$ cat config.mk
export PLATFORM = sky130hd
export DESIGN_NAME = digital_output_trigger_port
export DESIGN_NICKNAME = d
export VERILOG_FILES = /design/src/hdl/trig_port_pkg.sv /design/src/hdl/pulse_ctrl_if.sv /design/src/hdl/us_tick_gen.sv /design/src/hdl/pulse_channel.sv /design/src/hdl/digital_output_trigger_port.sv
export SDC_FILE = /design/constraint.sdc
export NUM_CORES = 1
export LEC_CHECK = 0
export CAP_MARGIN = 10
export CORE_ASPECT_RATIO = 1.4
export CORE_MARGIN = 2
export CORE_UTILIZATION = 30
export DETAILED_ROUTE_END_ITERATION = 7
export DONT_BUFFER_PORTS = 1
export GPL_TIMING_DRIVEN = 0
export MAX_ROUTING_LAYER = met4
export SLEW_MARGIN = 20
export SYNTH_ARGS = -nofsm -noshare
export SYNTH_HDL_FRONTEND = slang
export SYNTH_SLANG_ARGS = --single-unit
$ cat constraint.sdc
create_clock -name clk -period 3.1 [get_ports clk]
set_clock_uncertainty 0.1 [all_clocks]
set_input_delay 0.93 -clock clk [delete_from_list [all_inputs] [get_ports clk]]
set_output_delay 0.93 -clock clk [all_outputs]
set_load 0.01 [all_outputs]
$ cat src/hdl/trig_port_pkg.sv
package trig_port_pkg;

  // ----------------------------------------------------------------
  // register map
  // ----------------------------------------------------------------
  localparam int unsigned ADDR_W            = 4;
  localparam logic [3:0]  OFF_LEVELS        = 4'h0;
  localparam logic [3:0]  OFF_CONFIG        = 4'h4;

  // ----------------------------------------------------------------
  // field positions
  // ----------------------------------------------------------------
  localparam int unsigned NUM_OUT           = 8;
  localparam int unsigned NUM_TRIG          = 5;
  localparam int unsigned NUM_STRETCH       = 4;
  localparam int unsigned COMBINED_BIT      = 4;
  localparam int unsigned PLAIN_LSB         = 5;
  localparam int unsigned CFG_POL_BIT       = 5;
  localparam int unsigned CFG_WIDTH_LSB     = 29;
  localparam int unsigned CFG_WIDTH_MSB     = 31;

  // ----------------------------------------------------------------
  // reset values
  // ----------------------------------------------------------------
  localparam logic [7:0]  LEVELS_RST        = 8'h00;
  localparam logic [2:0]  WIDTH_RST         = 3'h0;
  localparam logic        POL_RST           = 1'b0;
  localparam logic [4:0]  SEL_RST           = 5'h00;

  // ----------------------------------------------------------------
  // timing
  // ----------------------------------------------------------------
  localparam int unsigned CLK_PERIOD_NS     = 8;
  localparam int unsigned TICK_NS           = 1000;
  localparam int unsigned TICK_CYCLES       = (TICK_NS + CLK_PERIOD_NS - 1) / CLK_PERIOD_NS;
  localparam int unsigned PW_CODE0_US       = 1000;
  localparam int unsigned PW_CODE1_US       = 200;
  localparam int unsigned PW_CODE2_US       = 20;
  localparam int unsigned PW_CODE3_US       = 5;
  localparam int unsigned PW_CNT_W          = 11;

  localparam logic [1:0]  RESP_OKAY         = 2'h0;
  localparam logic [1:0]  RESP_SLVERR       = 2'h2;

  // top code bit set selects toggle instead of a pulse
  function automatic logic is_toggle(input logic [2:0] code);
    return code[2];
  endfunction : is_toggle

  function automatic logic [PW_CNT_W-1:0] width_us(input logic [2:0] code);
    unique case (code[1:0])
      2'h0:    return PW_CNT_W'(PW_CODE0_US);
      2'h1:    return PW_CNT_W'(PW_CODE1_US);
      2'h2:    return PW_CNT_W'(PW_CODE2_US);
      default: return PW_CNT_W'(PW_CODE3_US);
    endcase
  endfunction : width_us

endpackage : trig_port_pkg

$ cat src/hdl/pulse_ctrl_if.sv
`timescale 1ns/100ps
interface pulse_ctrl_if;
  logic       tick;
  logic [2:0] width_code;

  modport timebase (output tick);
  modport ctrl     (output width_code);
  modport chan     (input tick, input width_code);
endinterface : pulse_ctrl_if

$ cat src/hdl/us_tick_gen.sv
`timescale 1ns/100ps
module us_tick_gen
  import trig_port_pkg::*;
(
  input wire logic        clk,
  input wire logic        resetn,
  pulse_ctrl_if.timebase  tb
);

  logic [6:0] cnt;
  logic [6:0] next_cnt;
  logic       next_tick;

  // ----------------------------------------------------------------
  // one-microsecond enable
  // ----------------------------------------------------------------
  // system clock timing
  always_comb begin
    next_tick = (cnt == 7'(TICK_CYCLES - 1));
    next_cnt  = next_tick ? 7'h00 : cnt + 7'h01;
  end

  always_ff @(posedge clk) begin
    if (!resetn) begin
      cnt     <= 7'h00;
      tb.tick <= 1'b0;
    end else begin
      cnt     <= next_cnt;
      tb.tick <= next_tick;
    end
  end

endmodule : us_tick_gen

$ cat src/hdl/pulse_channel.sv
`timescale 1ns/100ps
module pulse_channel
  import trig_port_pkg::*;
(
  input  wire logic       clk,
  input  wire logic       resetn,
  pulse_ctrl_if.chan      cfg,
  input  wire logic       trig,
  output logic            level
);

  logic [PW_CNT_W-1:0] cnt;
  logic [PW_CNT_W-1:0] next_cnt;
  logic                next_level;

  // ----------------------------------------------------------------
  // pulse stretcher / toggler
  // ----------------------------------------------------------------
  // one extra tick is loaded so the pulse is never shorter than its code,
  // at the price of up to one microsecond of extra length
  always_comb begin
    next_cnt   = cnt;
    next_level = level;
    if (is_toggle(cfg.width_code)) begin
      next_cnt = '0;
      if (trig) begin
        next_level = !level;
      end
    end else begin
      if (trig) begin
        next_cnt = width_us(cfg.width_code) + PW_CNT_W'(1);
      end else if (cfg.tick && cnt != '0) begin
        next_cnt = cnt - PW_CNT_W'(1);
      end
      next_level = (next_cnt != '0);
    end
  end

  always_ff @(posedge clk) begin
    if (!resetn) begin
      cnt   <= '0;
      level <= 1'b0;
    end else begin
      cnt   <= next_cnt;
      level <= next_level;
    end
  end
endmodule : pulse_channel

$ cat src/hdl/digital_output_trigger_port.sv
// Our own choices: the AXI4-Lite slave port and the register addresses.
`timescale 1ns/100ps
module digital_output_trigger_port
  import trig_port_pkg::*;
(
  input  wire logic                clk,
  input  wire logic                resetn,
  input  wire logic [ADDR_W-1:0]   s_axi_awaddr,
  input  wire logic [2:0]          s_axi_awprot,
  input  wire logic                s_axi_awvalid,
  output logic                     s_axi_awready,
  input  wire logic [31:0]         s_axi_wdata,
  input  wire logic [3:0]          s_axi_wstrb,
  input  wire logic                s_axi_wvalid,
  output logic                     s_axi_wready,
  output logic [1:0]               s_axi_bresp,
  output logic                     s_axi_bvalid,
  input  wire logic                s_axi_bready,
  input  wire logic [ADDR_W-1:0]   s_axi_araddr,
  input  wire logic [2:0]          s_axi_arprot,
  input  wire logic                s_axi_arvalid,
  output logic                     s_axi_arready,
  output logic [31:0]              s_axi_rdata,
  output logic [1:0]               s_axi_rresp,
  output logic                     s_axi_rvalid,
  input  wire logic                s_axi_rready,
  input  wire logic [NUM_TRIG-1:0] trig_event,
  output logic [NUM_OUT-1:0]       out_gate
);

  // ----------------------------------------------------------------
  // declarations
  // ----------------------------------------------------------------
  logic                   aw_held;
  logic [ADDR_W-1:0]      aw_addr;
  logic                   w_held;
  logic [31:0]            w_data;
  logic [3:0]             w_strb;
  logic                   next_aw_held;
  logic [ADDR_W-1:0]      next_aw_addr;
  logic                   next_w_held;
  logic [31:0]            next_w_data;
  logic [3:0]             next_w_strb;
  logic                   next_awready;
  logic                   next_wready;
  logic                   next_bvalid;
  logic [1:0]             next_bresp;
  logic                   next_arready;
  logic                   next_rvalid;
  logic [31:0]            next_rdata;
  logic [1:0]             next_rresp;
  logic                   write_fire;

  logic [7:0]             output_level_register;
  logic [2:0]             width_code;
  logic                   polarity;
  logic [4:0]             trig_select;
  logic [7:0]             next_levels;
  logic [2:0]             next_width;
  logic                   next_polarity;
  logic [4:0]             next_select;
  logic [31:0]            cfg_word;
  logic [31:0]            cfg_merged;

  logic [NUM_STRETCH-1:0] chan_level;
  logic [NUM_OUT-1:0]     next_out;

  pulse_ctrl_if           pctl ();

  // ----------------------------------------------------------------
  // helpers
  // ----------------------------------------------------------------
  function automatic logic [31:0] merge_strb(input logic [31:0] old, input logic [31:0] data,
                                             input logic [3:0] strb);
    logic [31:0] res;
    res = old;
    for (int b = 0; b < 4; b++) begin
      if (strb[b]) begin
        res[8*b +: 8] = data[8*b +: 8];
      end
    end
    return res;
  endfunction : merge_strb

  function automatic logic addr_mapped(input logic [ADDR_W-1:0] a);
    return (a == OFF_LEVELS) || (a == OFF_CONFIG);
  endfunction : addr_mapped

  // reserved bits 28..6 read as zero
  always_comb begin
    cfg_word                                = 32'h0000_0000;
    cfg_word[CFG_WIDTH_MSB:CFG_WIDTH_LSB]   = width_code;
    cfg_word[CFG_POL_BIT]                   = polarity;
    cfg_word[NUM_TRIG-1:0]                  = trig_select;
  end

  assign cfg_merged = merge_strb(cfg_word, w_data, w_strb);

  // ----------------------------------------------------------------
  // axi4-lite write channel
  // ----------------------------------------------------------------
  // address and data are caught independently; the write is applied one
  // cycle after both are held and no response is still pending
  always_comb begin
    write_fire   = aw_held && w_held && !s_axi_bvalid;
    next_aw_held = aw_held;
    next_aw_addr = aw_addr;
    next_w_held  = w_held;
    next_w_data  = w_data;
    next_w_strb  = w_strb;
    next_bvalid  = s_axi_bvalid;
    next_bresp   = s_axi_bresp;
    if (s_axi_awvalid && s_axi_awready) begin
      next_aw_held = 1'b1;
      next_aw_addr = s_axi_awaddr;
    end
    if (s_axi_wvalid && s_axi_wready) begin
      next_w_held = 1'b1;
      next_w_data = s_axi_wdata;
      next_w_strb = s_axi_wstrb;
    end
    if (s_axi_bvalid && s_axi_bready) begin
      next_bvalid = 1'b0;
    end
    if (write_fire) begin
      next_aw_held = 1'b0;
      next_w_held  = 1'b0;
      next_bvalid  = 1'b1;
      next_bresp   = addr_mapped(aw_addr) ? RESP_OKAY : RESP_SLVERR;
    end
    next_awready = !next_aw_held;
    next_wready  = !next_w_held;
  end

  always_ff @(posedge clk) begin
    if (!resetn) begin
      aw_held       <= 1'b0;
      aw_addr       <= '0;
      w_held        <= 1'b0;
      w_data        <= 32'h0000_0000;
      w_strb        <= 4'h0;
      s_axi_awready <= 1'b1;
      s_axi_wready  <= 1'b1;
      s_axi_bvalid  <= 1'b0;
      s_axi_bresp   <= RESP_OKAY;
    end else begin
      aw_held       <= next_aw_held;
      aw_addr       <= next_aw_addr;
      w_held        <= next_w_held;
      w_data        <= next_w_data;
      w_strb        <= next_w_strb;
      s_axi_awready <= next_awready;
      s_axi_wready  <= next_wready;
      s_axi_bvalid  <= next_bvalid;
      s_axi_bresp   <= next_bresp;
    end
  end

  // ----------------------------------------------------------------
  // register file
  // ----------------------------------------------------------------
  always_comb begin
    next_levels   = output_level_register;
    next_width    = width_code;
    next_polarity = polarity;
    next_select   = trig_select;
    if (write_fire && aw_addr == OFF_LEVELS) begin
      next_levels = 8'(merge_strb({24'h00_0000, output_level_register}, w_data, w_strb));
    end
    if (write_fire && aw_addr == OFF_CONFIG) begin
      next_width    = cfg_merged[CFG_WIDTH_MSB:CFG_WIDTH_LSB];
      next_polarity = cfg_merged[CFG_POL_BIT];
      next_select   = cfg_merged[NUM_TRIG-1:0];
    end
  end

  always_ff @(posedge clk) begin
    if (!resetn) begin
      output_level_register <= LEVELS_RST;
      width_code            <= WIDTH_RST;
      polarity              <= POL_RST;
      trig_select           <= SEL_RST;
    end else begin
      output_level_register <= next_levels;
      width_code            <= next_width;
      polarity              <= next_polarity;
      trig_select           <= next_select;
    end
  end

  // ----------------------------------------------------------------
  // axi4-lite read channel
  // ----------------------------------------------------------------
  always_comb begin
    next_rvalid  = s_axi_rvalid;
    next_rdata   = s_axi_rdata;
    next_rresp   = s_axi_rresp;
    next_arready = s_axi_arready;
    if (s_axi_rvalid && s_axi_rready) begin
      next_rvalid  = 1'b0;
      next_arready = 1'b1;
    end
    if (s_axi_arvalid && s_axi_arready) begin
      next_rvalid  = 1'b1;
      next_arready = 1'b0;
      next_rresp   = addr_mapped(s_axi_araddr) ? RESP_OKAY : RESP_SLVERR;
      unique case (s_axi_araddr)
        OFF_LEVELS: next_rdata = {24'h00_0000, output_level_register};
        OFF_CONFIG: next_rdata = cfg_word;
        default:    next_rdata = 32'h0000_0000;
      endcase
    end
  end

  always_ff @(posedge clk) begin
    if (!resetn) begin
      s_axi_rvalid  <= 1'b0;
      s_axi_rdata   <= 32'h0000_0000;
      s_axi_rresp   <= RESP_OKAY;
      s_axi_arready <= 1'b1;
    end else begin
      s_axi_rvalid  <= next_rvalid;
      s_axi_rdata   <= next_rdata;
      s_axi_rresp   <= next_rresp;
      s_axi_arready <= next_arready;
    end
  end

  // ----------------------------------------------------------------
  // trigger channels
  // ----------------------------------------------------------------
  // shared width code
  assign pctl.width_code = width_code;

  us_tick_gen u_tick (
    .clk    (clk),
    .resetn (resetn),
    .tb     (pctl.timebase)
  );

  for (genvar n = 0; n < NUM_STRETCH; n++) begin : g_chan
    pulse_channel u_chan (
      .clk    (clk),
      .resetn (resetn),
      .cfg    (pctl.chan),
      .trig   (trig_event[n]),
      .level  (chan_level[n])
    );
  end

  // ----------------------------------------------------------------
  // output mux
  // ----------------------------------------------------------------
  // polarity touches only software levels; trigger pulses always turn the
  // transistor on
  always_comb begin
    next_out = output_level_register ^ {NUM_OUT{polarity}};
    for (int n = 0; n < NUM_STRETCH; n++) begin
      if (trig_select[n]) begin
        next_out[n] = chan_level[n];
      end
    end
    if (trig_select[COMBINED_BIT]) begin
      next_out[COMBINED_BIT] = trig_event[COMBINED_BIT];
    end
  end

  always_ff @(posedge clk) begin
    if (!resetn) begin
      out_gate <= '0;
    end else begin
      out_gate <= next_out;
    end
  end
endmodule : digital_output_trigger_port

### Yosys cells after proc, flatten, opt, wreduce, memory -nomap -nowiden

Index checks and enable logic that the tools add are counted.

* register bits after elaboration: 164
* input port bits: 62
* output and inout bits: 49
* word-level logic and storage cells: 135

* add/sub/neg operators: 9
* eq/ne operators: 9
* muxes and demuxes: 47
* bitwise operators: 2
* reduce and logical (&&, ||, !) cells: 40

Operators by type and width (number)
* $mux 11: 20
* $reduce_bool 11->1: 8
* $pmux 32 s2: 1
* $add 11x1->11 const B: 4
* $sub 11x1->11 const B: 4
* $pmux 10 s3: 1
* $mux 1: 23
* $logic_and 1x1->1: 13
* $eq 4x3->1 const B: 2
* $logic_not 4->1: 2
* $ne 2x2->1 const B: 4
* $xor 8x8->8: 1
* $add 7x1->7 const B: 1
* $eq 7x7->1 const B: 1
* $logic_not 1->1: 7
* $reduce_and 2->1: 3
* $mux 2: 2
* $reduce_bool 2->1: 2
* $reduce_or 2->1: 2
* $eq 2x1->1 const B: 1
* $eq 2x2->1 const B: 1
* $logic_not 2->1: 1
* $logic_or 1x1->1: 2
* $not 1->1: 1

### Longest topological paths before layout

Gate-level depths: netlist of run 1.

* word-level depth: 9
* mapped depth: 8
* mapped depth without buffers: 8

### Cells and area by module

From an unflattened synthesis of run 1, not the netlist that was laid out.

* cell total of the unflattened synthesis: 749
* area total of the unflattened synthesis: 6348.6 sq um

Modules (own cells, without submodules)
* pulse_channel: times used 4, cells an instance 107, area an instance 850.8 sq um, sequential area each 240.2 sq um
* digital_output_trigger_port: times used 1, cells an instance 284, area an instance 2611.3 sq um, sequential area each 1241.2 sq um
* us_tick_gen: times used 1, cells an instance 37, area an instance 334.1 sq um, sequential area each 160.2 sq um

### Worst setup path after synthesis of run 1

No wires, ideal clock.

* path type: flip-flop to flip-flop
* start point: register g_chan[0].u_chan.cnt[0]
* end point: register g_chan[0].u_chan.level
* setup time: 122 ps
* data arrival time: 2205 ps
* required time: 2878 ps
* path slack: 673 ps
* stages on the path, launching flop included: 9
* path buffers: 0
* period minus slack after synthesis: 2427 ps
* cells stage by stage: dfxtp_1 > inv_1 > ha_1 > or4b_1 > o41a_1 > mux2_2 > o2111a_1 > nand4_1 > o311a_1

* cells in the longest elaborated chain, start to end: 7
* elaborated cells on any way between the ends: 8
* classes of those cells: add/sub (1); mux (4); reduce/logical (3)

RTL lines
* start, declared: line pulse_channel.sv:12 `logic [PW_CNT_W-1:0] cnt;`
* start signal, assigned: line pulse_channel.sv:44 `cnt <= next_cnt;`
* parallel branches: the longest is 2 deep, another holds $sub 11x1->11
* $mux 11 (*): line pulse_channel.sv:32 `end else if (cfg.tick && cnt != '0) begin`
* $mux 11 (*): line pulse_channel.sv:30 `if (trig) begin`
* $mux 11 (*): line pulse_channel.sv:24 `if (is_toggle(cfg.width_code)) begin`
* $reduce_bool 11->1 (*): line pulse_channel.sv:35 `next_level = (next_cnt != '0);`
* $mux 1 (*): line pulse_channel.sv:24
* end signal, assigned: line pulse_channel.sv:45 `level <= next_level;`
* end, declared: line pulse_channel.sv:9 `output logic level`

Mark *: on every way between the ends. The select of a mux whose other input is x is not followed.
A chain may end at the register's enable or synchronous reset.

### Worst setup path after layout of run 1

* start point: register u_tick.tb.tick
* end point: register g_chan[1].u_chan.level

* cells in the longest elaborated chain, start to end: 6

RTL lines
* start, declared: line pulse_ctrl_if.sv:6 `modport timebase (output tick);`
* start signal, assigned: line us_tick_gen.sv:29 `tb.tick <= next_tick;`
* $logic_and 1x1->1: line pulse_channel.sv:32
* $mux 11: line pulse_channel.sv:32
* $mux 11: line pulse_channel.sv:30
* $mux 11: line pulse_channel.sv:24
* $reduce_bool 11->1: line pulse_channel.sv:35
* $mux 1: line pulse_channel.sv:24
* end signal, assigned: line pulse_channel.sv:45
* end, declared: line pulse_channel.sv:9

No other way between the ends. The select of a mux whose other input is x is not followed.

==> results of run 1 <==
## critical path: stages (launching register included)
cell and delay [ns]:
dfxtp_1 0.56, or4b_2 0.72, or2_2 0.33, a211oi_1 0.36, o2111ai_1 0.16, a21oi_1 0.15
a41oi_1 0.14
## layout by cell type (no fill, tap or decap), drive strengths merged, types with 5 or more instances in the layout
master,n
mux2i,30
clkbuf,47
a31oi,6
and3,7
conb,23
nor3,27
o21ai,18
dfxtp,118
clkinvlp,5
nor2,105
nor4,5
ha,10
or3,7
nand2b,5
inv,26
nand3,13
nand3b,5
xor2,7
or4b,5
a21oi,57
a211oi,11
o31ai,5
nand2,81
xnor2,24
buf,25
## path summary, 6_finish.rpt
check | start | to | slack [ns]
max | u_tick.tb.tick | g_chan[1].u_chan.level | 0.43
min | w_data[7] | w_data[7] | 0.36
max reg2reg | u_tick.tb.tick | g_chan[1].u_chan.level | 0.43
min reg2reg | w_data[7] | w_data[7] | 0.36
## area by class of cell
class | count | area, µm² | area share (%)
Multi-Input combinational cell | 521 | 3120 | 46.3
Sequential cell | 118 | 2360 | 35.1
Clock buffer | 19 | 453 | 6.72
Tap cell | 248 | 310 | 4.61
Buffer | 53 | 287 | 4.25
Clock inverter | 13 | 121 | 1.80
Inverter | 23 | 86.3 | 1.28
## power by group
| group | internal, W | switching (W) | total [W] |
|---|---|---|---|
| clock | 0.00115 | 0.000753 | 0.00190 |
| sequential | 0.00158 | 0.0000638 | 0.00164 |
| combinational | 0.000127 | 0.000201 | 0.000328 |
| total | 0.00286 | 0.00102 | 0.00387 |
## logic make-up (layout without fill, tap and decap cells)
logic type | count (synthesis) | in the layout | synth area share [%]
simple gates | 289 | 289 | 24.3
flops | 118 | 118 | 40.9
buf+inv | 76 | 108 | 6.46
xor+xnor | 31 | 31 | 4.71
mux | 34 | 34 | 5.99
fa+ha+maj | 10 | 10 | 2.17
other cells | 1 | 23 | 0.0650
compound gates | 134 | 134 | 15.4
## state kept, by name (all words and copies together) (netlist names), 2 cells and up
register	cells
g_chan.u_chan.level	4
g_chan.u_chan.cnt	44
aw_addr	4
out_gate	8
output_level_register	8
w_data	11
trig_select	5
w_strb	2
u_tick.cnt	7
s_axi_rdata	11
pctl.width_code	3
## cell usage after synthesis, types with 4 or more instances
cell and n:
dfxtp_1 118, nor2_1 105, nand2_1 81, a21oi_1 57, mux2i_1 30, clkbuf_1 28, nor3_1 27, xnor2_1 24
buf_4 23, inv_1 22, o21ai_0 18, nand3_1 13, a211oi_1 11, ha_1 10, and3_1 7, or3_1 7
xor2_1 7, a31oi_1 6, nand2b_1 5, nand3b_1 5, a41oi_1 4, mux2_2 4, nor4_1 4
## stage by stage
stage | setup WS (ns) | hold slack, ns | cell area (µm²) | total power [W] | instances
2_1_floorplan | 0.673 | 0.330 | 5850 | 0.00191 | 715
3_3_place_gp | 0.0533 | 0.341 | 6160 | 0.00200 | 963
3_5_place_dp | 0.0420 | 0.348 | 6160 | 0.00200 | 963
4_1_cts | 0.454 | 0.358 | 6740 | 0.00391 | 995
5_1_grt | 0.280 | 0.374 | 6740 | 0.00403 | 995
6_report | 0.426 | 0.356 | 6740 | 0.00387 | 995
## routing by layer
metal	up-vias	share of wire (%)	GRT usage, %
li1	2455	-	-
met1	2281	41	16.8
met2	105	52	27.3
met3	31	4.1	3.18
met4	0	2.9	7.85
met5	-	0	-
==> flow_metrics.py, run 1 <==
metrics = {
    "clock_network": {
        "worst_skew_pair.late_latency_ns": 0.42,
        "clock_sink_count": 118,
        "cts_inserted_buffers": 17,
        "number_of_gates_given_a_new_drive_strength_after_cts": 0,
        "clock_tree.root_cell": "clkbuf_16",
        "postCtsSetupBuffers": 0,
        "htree_levels": 4,
        "cts_hold_buffers": 0,
        "cts-root-to-sink-buffers": 2,
        "clk_transition_reported_paths_ns": 0.06,
        "cts_tree": "built",
    },
    "die": {
        "boundaryPins": 111,
        "floorplan.die_area_um2": 20400,
        "die_width_um": 121,
        "floorplan.initialDensity_pct": 30.3,
        "std_cell_rows": 60,
        "floorplan.die.height_um": 168,
        "coreArea_um2": 19100,
    },
    "cells_and_area": {
        "final_core_util_pct": 35.3,
        "synthToLayoutAreaGrowth_pct": 16.8,
        "antenna_cells_inserted": 0,
        "filler_instances": 2080,
        "num-nets-final": 806,
        "fraction_of_layout_instances_using_a_drive_strength_above_1_pct": 10.2,
    },
    "min_path": {
        "worstHoldPathCells": 2,
        "worst_hold_path_type": "register to register",
    },
    "timing": {
        "timing.slew.headroom_pct": 45.0,
        "unrepaired_setup_endpoints_after_global_routing": "false",
        "hold_viol": 0,
        "timing.final.crit_period_ns": 2.67,
        "report.final.slew_viol_count": 0,
        "worst_pin_slew_ns": 0.817,
        "setup-violations-final": 0,
        "timing.fmax_mhz": 374,
        "fin_tns_setup_ns": 0,
        "finalCritPeriodShare_pct": 86.3,
    },
    "worst_setup_path": {
        "timing_worst_setup_path_type": "register to register",
        "critical_path.max_fanout": 8,
        "reg2regPathDepth": 6,
        "timing.critical_path.from_type": "register",
        "worst_path_required_time_ns": 3.27,
        "arrival_ns": 2.84,
        "category_of_the_worst_setup_path_capture_point": "register",
    },
    "synthesis": {
        "synth_area_leader_cell": "dfxtp_1",
        "syn_area_per_cell_um2": 8.33,
        "yosysTopAreaCellShare_pct": 40.9,
        "ys.flop_type": "dfxtp_1",
        "synth_seq_cells": 118,
        "post_synth_edffs": 0,
        "share_of_synthesized_registers_carrying_an_async_set_or_reset_pct": 0,
        "syn_area_um2": 5770,
        "synthCells": 693,
        "synth.yosys.seq_area_share_pct": 40.9,
        "yosys_warnings": 0,
        "ys_types": 71,
        "netlist_top_cells_area": "dfxtp_1, nor2_1, nand2_1, mux2i_1, a21oi_1",
    },
    "place": {
        "place.port_buffers": 0,
        "detailedPlacementHpwl_um": 11400,
        "gp_congestion": 0.845,
    },
    "drt": {
        "initialDrtViolationCount": 201,
        "vias_per_inst": 4.90,
        "routed-via-count": 4872,
        "drt-wirelength-per-cell_um": 15.1,
        "post-route-drc-count": 0,
        "drt_pre_antenna_iters": 4,
        "drt.antenna.violating_nets": 0,
        "wirelength_um": 15100,
    },
    "global_route": {
        "grt_pass1_vias": 4826,
        "global_route_usage_over_all_layers_pct": 15.7,
        "antenna_found_initial": 0,
        "global_route.overflow_total": 0,
        "grt_pass1_wl_um": 24400,
        "grt_start_max_net_pins": 17,
    },
    "power_and_ir_drop": {
        "powerDensity_nw_per_um2": 575,
        "peakVddDrop_v": 0.000342,
        "total_leakage_power_nw": 2.61,
    },
    "outcome": {
        "status": "completed",
    },
    "job": {
        "max_cap_viol_count": 0,
    },
}
Power figures use the tool's default switching activity.
==> inputs of run 2 (changes only) <==
clock period = 2.4 ns   (was 3.1 ns; I/O delays follow)
==> run 2 against run 1 <==
  * The run now ends with negative setup slack left
  * Utilization is 1.7 points higher
  * Via count increased by 3.9%
  * Worst hold slack got worse by 0.023 ns
  * Critical endpoint is now g_chan[0].u_chan.level
  * Worst setup slack got worse by 0.53 ns
  * Register-to-register slack got worse by 0.53 ns
  * Sequential cell count did not move
  * Cell count up 2.1%
  * Final area up 4.8%
  * Critical path type unchanged
  * Clock-buffer cell count shrank 1
  * Non-clock buffer count rose by 22
==> flow_metrics.py, run 2 (synthesized netlist as in run 1, its figures left out) <==
metrics = {
    "cells_and_area": {
        "synthToLayoutAreaGrowth_pct": 22.4,
        "mostFrequentLayoutCell": "dfxtp_1",
        "largest_register_ff_count": 44,
        "layout_common_cells": "dfxtp_1, nor2_1, nand2_1, a21oi_1, buf_4",
        "filler_instances": 2009,
        "final-instance-count-excl-fill": 1016,
        "antenna_cells_inserted": 0,
        "fraction_of_layout_instances_using_a_drive_strength_above_1_pct": 15.6,
        "top_register": "g_chan.u_chan.cnt",
        "fin_area_um2": 7060,
        "final_core_util_pct": 37.0,
        "num-nets-final": 828,
        "biggestRegsByFlops": "g_chan.u_chan.cnt: 44 flops, s_axi_rdata: 11 flops, w_data: 11 flops",
    },
    "timing": {
        "setup-violations-final": 1,
        "fin_tns_setup_ns": -0.107,
        "report.final.slew_viol_count": 0,
        "whs_ns": 0.333,
        "worst_pin_slew_ns": 0.697,
        "finalCritPeriodShare_pct": 104,
        "timing.fmax_mhz": 399,
        "hold_viol": 0,
        "timing.final.crit_period_ns": 2.51,
        "timing.slew.headroom_pct": 53.5,
        "unrepaired_setup_endpoints_after_global_routing": "true",
        "final.setup.worst_slack_ns": -0.107,
    },
    "job": {
        "max_cap_viol_count": 0,
    },
    "drt": {
        "routed-via-count": 5060,
        "drt_pre_antenna_iters": 4,
        "drt-wirelength-per-cell_um": 15.1,
        "vias_per_inst": 4.98,
        "wirelength_um": 15400,
        "drt.antenna.violating_nets": 0,
        "initialDrtViolationCount": 265,
        "post-route-drc-count": 0,
    },
    "die": {
        "floorplan.die_area_um2": 20400,
        "floorplan.initialDensity_pct": 30.3,
        "die_width_um": 121,
        "std_cell_rows": 60,
        "coreArea_um2": 19100,
        "floorplan.die.height_um": 168,
        "boundaryPins": 111,
    },
    "clock_network": {
        "clock_sink_count": 118,
        "cts_tree": "built",
        "cts_hold_buffers": 0,
        "clk_transition_reported_paths_ns": 0.06,
        "worst_skew_pair.late_latency_ns": 0.42,
        "cts_inserted_buffers": 17,
        "cts-root-to-sink-buffers": 2,
        "htree_levels": 4,
        "clock_tree.root_cell": "clkbuf_16",
    },
    "global_route": {
        "grt_pass1_wl_um": 24800,
        "antenna_found_initial": 0,
        "grt_start_max_net_pins": 17,
        "global_route_usage_over_all_layers_pct": 15.7,
        "grt_pass1_vias": 4946,
        "global_route.overflow_total": 0,
    },
    "worst_setup_path": {
        "arrival_ns": 2.72,
        "category_of_the_worst_setup_path_capture_point": "register",
        "timing.critical_path.from_type": "register",
        "worst_path_required_time_ns": 2.61,
        "timing_worst_setup_path_type": "register to register",
        "critical_path.max_fanout": 2,
    },
    "min_path": {
        "worst_hold_path_type": "input port to register",
    },
    "power_and_ir_drop": {
        "peakVddDrop_v": 0.000402,
        "total_leakage_power_nw": 2.77,
        "powerDensity_nw_per_um2": 724,
    },
    "place": {
        "dp.cells": 963,
        "detailedPlacementHpwl_um": 11100,
        "place.port_buffers": 0,
        "detailed_place.area_um2": 6170,
        "gp_congestion": 0.857,
    },
    "outcome": {
        "failed_checks": "negative setup slack",
        "status": "finished, violations left",
    },
}
## run 2: cell count changes in the layout (fill, tap and decap cells not counted), sizes merged
| cell | before | now |
|---|---|---|
| buf | 25 | 47 |
| clkinvlp | 5 | 2 |
| bufinv | 1 | 2 |
| inv | 26 | 27 |
| clkbuf | 47 | 46 |
| clkinv | 4 | 5 |
## run 2: timing repair
item,4_1_cts,5_1_grt
endpoints found under the setup margin,4,7
setup buffers,14,9
pin swaps,10,8
gates cloned,0,0
gates resized for setup,18,18
## run 2: critical path, cell delays in order, from the launching register on
cell,delay [ns]
dfxtp_2,0.33
inv_2,0.08
ha_4,0.15
or4b_4,0.49
o41a_1,0.39
mux2_4,0.23
o2111a_1,0.17
nand4_1,0.11
o311a_1,0.36
## run 2: path summary, 6_finish.rpt
| check | start | to | slack, ns | depth (start not counted) |
|---|---|---|---|---|
| hold reg to reg | w_data[7] | w_data[7] | 0.35 | 2 |
| setup / recovery | g_chan[0].u_chan.cnt[0] | g_chan[0].u_chan.level | -0.11 | 8 |
| setup reg to reg | g_chan[0].u_chan.cnt[0] | g_chan[0].u_chan.level | -0.11 | 8 |
| hold / removal | s_axi_wdata[4] | w_data[4] | 0.33 | 2 |
## run 2: per-stage QoR
| step | worst slack [ns] | total power (W) |
|---|---|---|
| 2_1_floorplan | 0.0121 | 0.00248 |
| 3_3_place_gp | -0.325 | 0.00258 |
| 3_5_place_dp | -0.318 | 0.00258 |
| 4_1_cts | -0.111 | 0.00511 |
| 5_1_grt | -0.138 | 0.00530 |
| 6_report | -0.107 | 0.00511 |
## run 2: cell type report
type                            count  area [µm²]  area share (%)
Buffer                             53         290            4.11
Clock buffer                       18         439            6.22
Clock inverter                     13         146            2.07
Inverter                           23        86.3            1.22
Multi-Input combinational cell    521        3250            46.0
Sequential cell                   118        2370            33.6
Tap cell                          248         310            4.40
Timing Repair Buffer               22         173            2.45
## run 2: per-layer routing
metal,GRT usage (%),vias up,share of wire (%)
met5,-,-,0
met4,6.15,0,2.3
met3,3.35,23,3.9
met2,28.7,121,54
met1,16.3,2414,40
li1,-,2502,-
## run 2: report_power, final
part / leakage, nW / switching [W] / total (W) / internal, W
logic: 1.52 / 0.000272 / 0.000470 / 0.000198
registers: 0.969 / 0.0000879 / 0.00213 / 0.00204
clock network: 0.284 / 0.000948 / 0.00251 / 0.00156
==> inputs of run 3 (changes only) <==
ABC_AREA = 1   (was unset)
CAP_MARGIN = 30   (was 10)
PLACE_DENSITY = 0.52   (was unset)
==> run 3 against run 2 <==
  * The run now ends clean
  * Worst hold slack got worse by 0.061 ns
  * Largest cell class unchanged
  * Critical endpoint is now g_chan[1].u_chan.level
  * Sequential cell count unchanged
  * Combinational power increased by 22%
  * Clock power increased by 5%
  * Maximum frequency increased by 18%
  * Critical path type unchanged
  * Largest power group unchanged
==> flow_metrics.py, run 3 <==
metrics = {
    "place": {
        "place.port_buffers": 0,
        "detailed_place.area_um2": 6600,
        "gp_congestion": 0.863,
        "detailedPlacementHpwl_um": 12700,
    },
    "worst_setup_path": {
        "critical_path.max_fanout": 7,
        "timing_worst_setup_path_type": "register to register",
        "r2r_end": "g_chan[1].u_chan.level",
        "reg2reg_slack_ns": 0.27,
        "worst_path_required_time_ns": 2.61,
        "timing.rr.start": "g_chan[1].u_chan.cnt[0]",
        "reg2regPathDepth": 12,
        "arrival_ns": 2.34,
        "timing.critical_path.from_type": "register",
        "worst_setup_sp": "g_chan[1].u_chan.cnt[0]",
        "category_of_the_worst_setup_path_capture_point": "register",
    },
    "drt": {
        "drt_pre_antenna_iters": 4,
        "drt.antenna.violating_nets": 0,
        "initialDrtViolationCount": 257,
        "drt-wirelength-per-cell_um": 12.9,
        "wirelength_um": 16300,
        "post-route-drc-count": 0,
        "routed-via-count": 5603,
        "vias_per_inst": 4.44,
    },
    "power_and_ir_drop": {
        "relative_contribution_of_combinational_cells_to_total_power_pct": 10.7,
        "internal_power_w": 0.00393,
        "power_w": 0.00535,
        "peakVddDrop_v": 0.000483,
        "power.switching_fraction_pct": 26.4,
        "switching_power_w": 0.00141,
        "total_leakage_power_nw": 3.42,
        "clock_power_share_pct": 49.3,
        "powerDensity_nw_per_um2": 740,
        "seq_power_share_pct": 40.0,
    },
    "cells_and_area": {
        "filler_instances": 2293,
        "fin_area_um2": 7220,
        "fraction_of_layout_instances_using_a_drive_strength_above_1_pct": 7.96,
        "mostFrequentLayoutCell": "nand2_1",
        "final_core_util_pct": 35.4,
        "antenna_cells_inserted": 0,
        "layout_common_cells": "nand2_1, nor2_1, dfxtp_1, inv_1, o21ai_0",
        "top_register": "g_chan.u_chan.cnt",
        "num-nets-final": 1064,
        "largest_register_ff_count": 44,
        "synthToLayoutAreaGrowth_pct": 16.7,
        "biggestRegsByFlops": "g_chan.u_chan.cnt: 44 flops, s_axi_rdata: 11 flops, w_data: 11 flops",
    },
    "global_route": {
        "grt_pass1_wl_um": 26300,
        "grt_pass1_vias": 5306,
        "grt_start_max_net_pins": 17,
        "global_route_usage_over_all_layers_pct": 15.7,
        "global_route.overflow_total": 0,
        "antenna_found_initial": 0,
    },
    "clock_network": {
        "cts_inserted_buffers": 17,
        "cts_hold_buffers": 0,
        "clock_tree.root_cell": "clkbuf_16",
        "clock_sink_count": 118,
        "worst_skew_pair.late_latency_ns": 0.42,
        "clk_transition_reported_paths_ns": 0.06,
        "cts_tree": "built",
        "cts-root-to-sink-buffers": 2,
        "htree_levels": 4,
    },
    "synthesis": {
        "yosysTopAreaCellShare_pct": 38.1,
        "synth_area_leader_cell": "dfxtp_1",
        "netlist_top_cells_area": "dfxtp_1, nand2_1, nor2_1, inv_1, o21ai_0",
        "ys.flop_type": "dfxtp_1",
        "post_synth_edffs": 0,
        "share_of_synthesized_registers_carrying_an_async_set_or_reset_pct": 0,
        "yosys_warnings": 0,
        "synth_most_common_cell": "nand2_1",
        "syn_area_um2": 6190,
        "synthCells": 951,
        "synth.top_cells.by_count": "nand2_1, nor2_1, dfxtp_1",
        "ys_types": 37,
        "synth.yosys.seq_area_share_pct": 38.1,
        "synth_seq_cells": 118,
        "syn_area_per_cell_um2": 6.51,
    },
    "min_path": {
        "min_to": "g_chan[1].u_chan.cnt[10]",
        "worstHoldPathCells": 1,
        "worst_hold_startpoint": "trig_event[1]",
        "worst_hold_path_type": "input port to register",
    },
    "timing": {
        "unrepaired_setup_endpoints_after_global_routing": "false",
        "worst_pin_slew_ns": 0.645,
        "timing.fmax_mhz": 469,
        "report.final.slew_viol_count": 0,
        "setup-violations-final": 0,
        "timing.slew.headroom_pct": 57.0,
        "hold_viol": 0,
        "timing.final.crit_period_ns": 2.13,
        "finalCritPeriodShare_pct": 88.8,
    },
    "job": {
        "max_cap_viol_count": 0,
    },
    "outcome": {
        "status": "completed",
    },
    "die": {
        "boundaryPins": 111,
        "coreArea_um2": 20400,
        "std_cell_rows": 62,
        "floorplan.die_area_um2": 21800,
        "floorplan.initialDensity_pct": 30.4,
        "die_width_um": 125,
        "floorplan.die.height_um": 174,
    },
}
-- run 3: power groups by stage --
stage | Combinational, W | Clock (W) | Sequential [W]
3_5_place_dp | 0.000573 | 0 | 0.00218
6_report | 0.000572 | 0.00263 | 0.00214
3_3_place_gp | 0.000568 | 0 | 0.00218
4_1_cts | 0.000576 | 0.00271 | 0.00214
5_1_grt | 0.000666 | 0.00280 | 0.00215
2_1_floorplan | 0.000460 | 0 | 0.00216
-- run 3: layout make-up --
type                       instances  area [µm²]  area share (%)
multi-input combinational        685        3180            44.0
buffer                            48         294            4.07
tap                              256         320            4.43
clock buffer                      19         443            6.13
inverter                         122         458            6.34
clock inverter                    13         171            2.37
sequential                       118        2360            32.7
-- run 3: kinds of logic (layout without fill, tap and decap cells) --
group                      count (synthesis)  after routing  synth area share, %
AOI/OAI and AO/OA                        152            152                 12.7
xor gates and xnor gates                  28             28                 3.96
adders and majority gates                 10             10                 2.02
buffers and inverters                    170            202                 12.1
DFF                                      118            118                 38.1
other                                      1             23               0.0606
and+or+nand+nor                          472            472                 31.0
-- run 3: stage by stage --
| stage | worst slack (ns) | setup TNS (ns) | std cells | hold WS [ns] |
|---|---|---|---|---|
| after floorplan | 0.449 | 0 | 973 | 0.330 |
| final | 0.269 | 0 | 1261 | 0.271 |
| after global placement | -0.0664 | -0.536 | 1229 | 0.344 |
| after global routing | 0.0454 | 0 | 1261 | 0.261 |
| after CTS | 0.0360 | 0 | 1261 | 0.252 |
| after detailed placement | -0.0500 | -0.470 | 1229 | 0.360 |
-- run 3: worst max-delay path by stage --
stage	end	depth (start not counted)	slack, ns
floorplan	g_chan[1].u_chan.level	12	0.45
global placement	g_chan[1].u_chan.cnt[8]	5	-0.07
detailed placement	g_chan[0].u_chan.cnt[6]	5	-0.05
CTS	g_chan[1].u_chan.level	12	0.04
global route	g_chan[1].u_chan.level	13	0.05
finish	g_chan[1].u_chan.level	12	0.27
-- run 3: timing repair --
action | CTS | global route
gates resized for setup | 0 | 4
endpoints found under the setup margin | 0 | 2
setup buffers | 0 | 0
-- run 3: worst max-delay path: stages (launching register included) --
cell and delay [ns]:
dfxtp_1 0.29, inv_1 0.20, ha_1 0.24, inv_1 0.08, nor3_4 0.19, nand4_1 0.19
nor2_1 0.15, xnor2_1 0.17, nand2_1 0.08, nor2_1 0.11, nand2_1 0.07, nor2_1 0.10
nor2_1 0.04
-- run 3: layer usage --
metal / part of all wire (%) / up-vias / GRT usage (%)
li1: - / 3020 / -
met4: 1.5 / 0 / 4.44
met2: 53 / 92 / 28.5
met1: 41 / 2474 / 16.5
met5: 0 / - / -
met3: 4.7 / 17 / 4.12
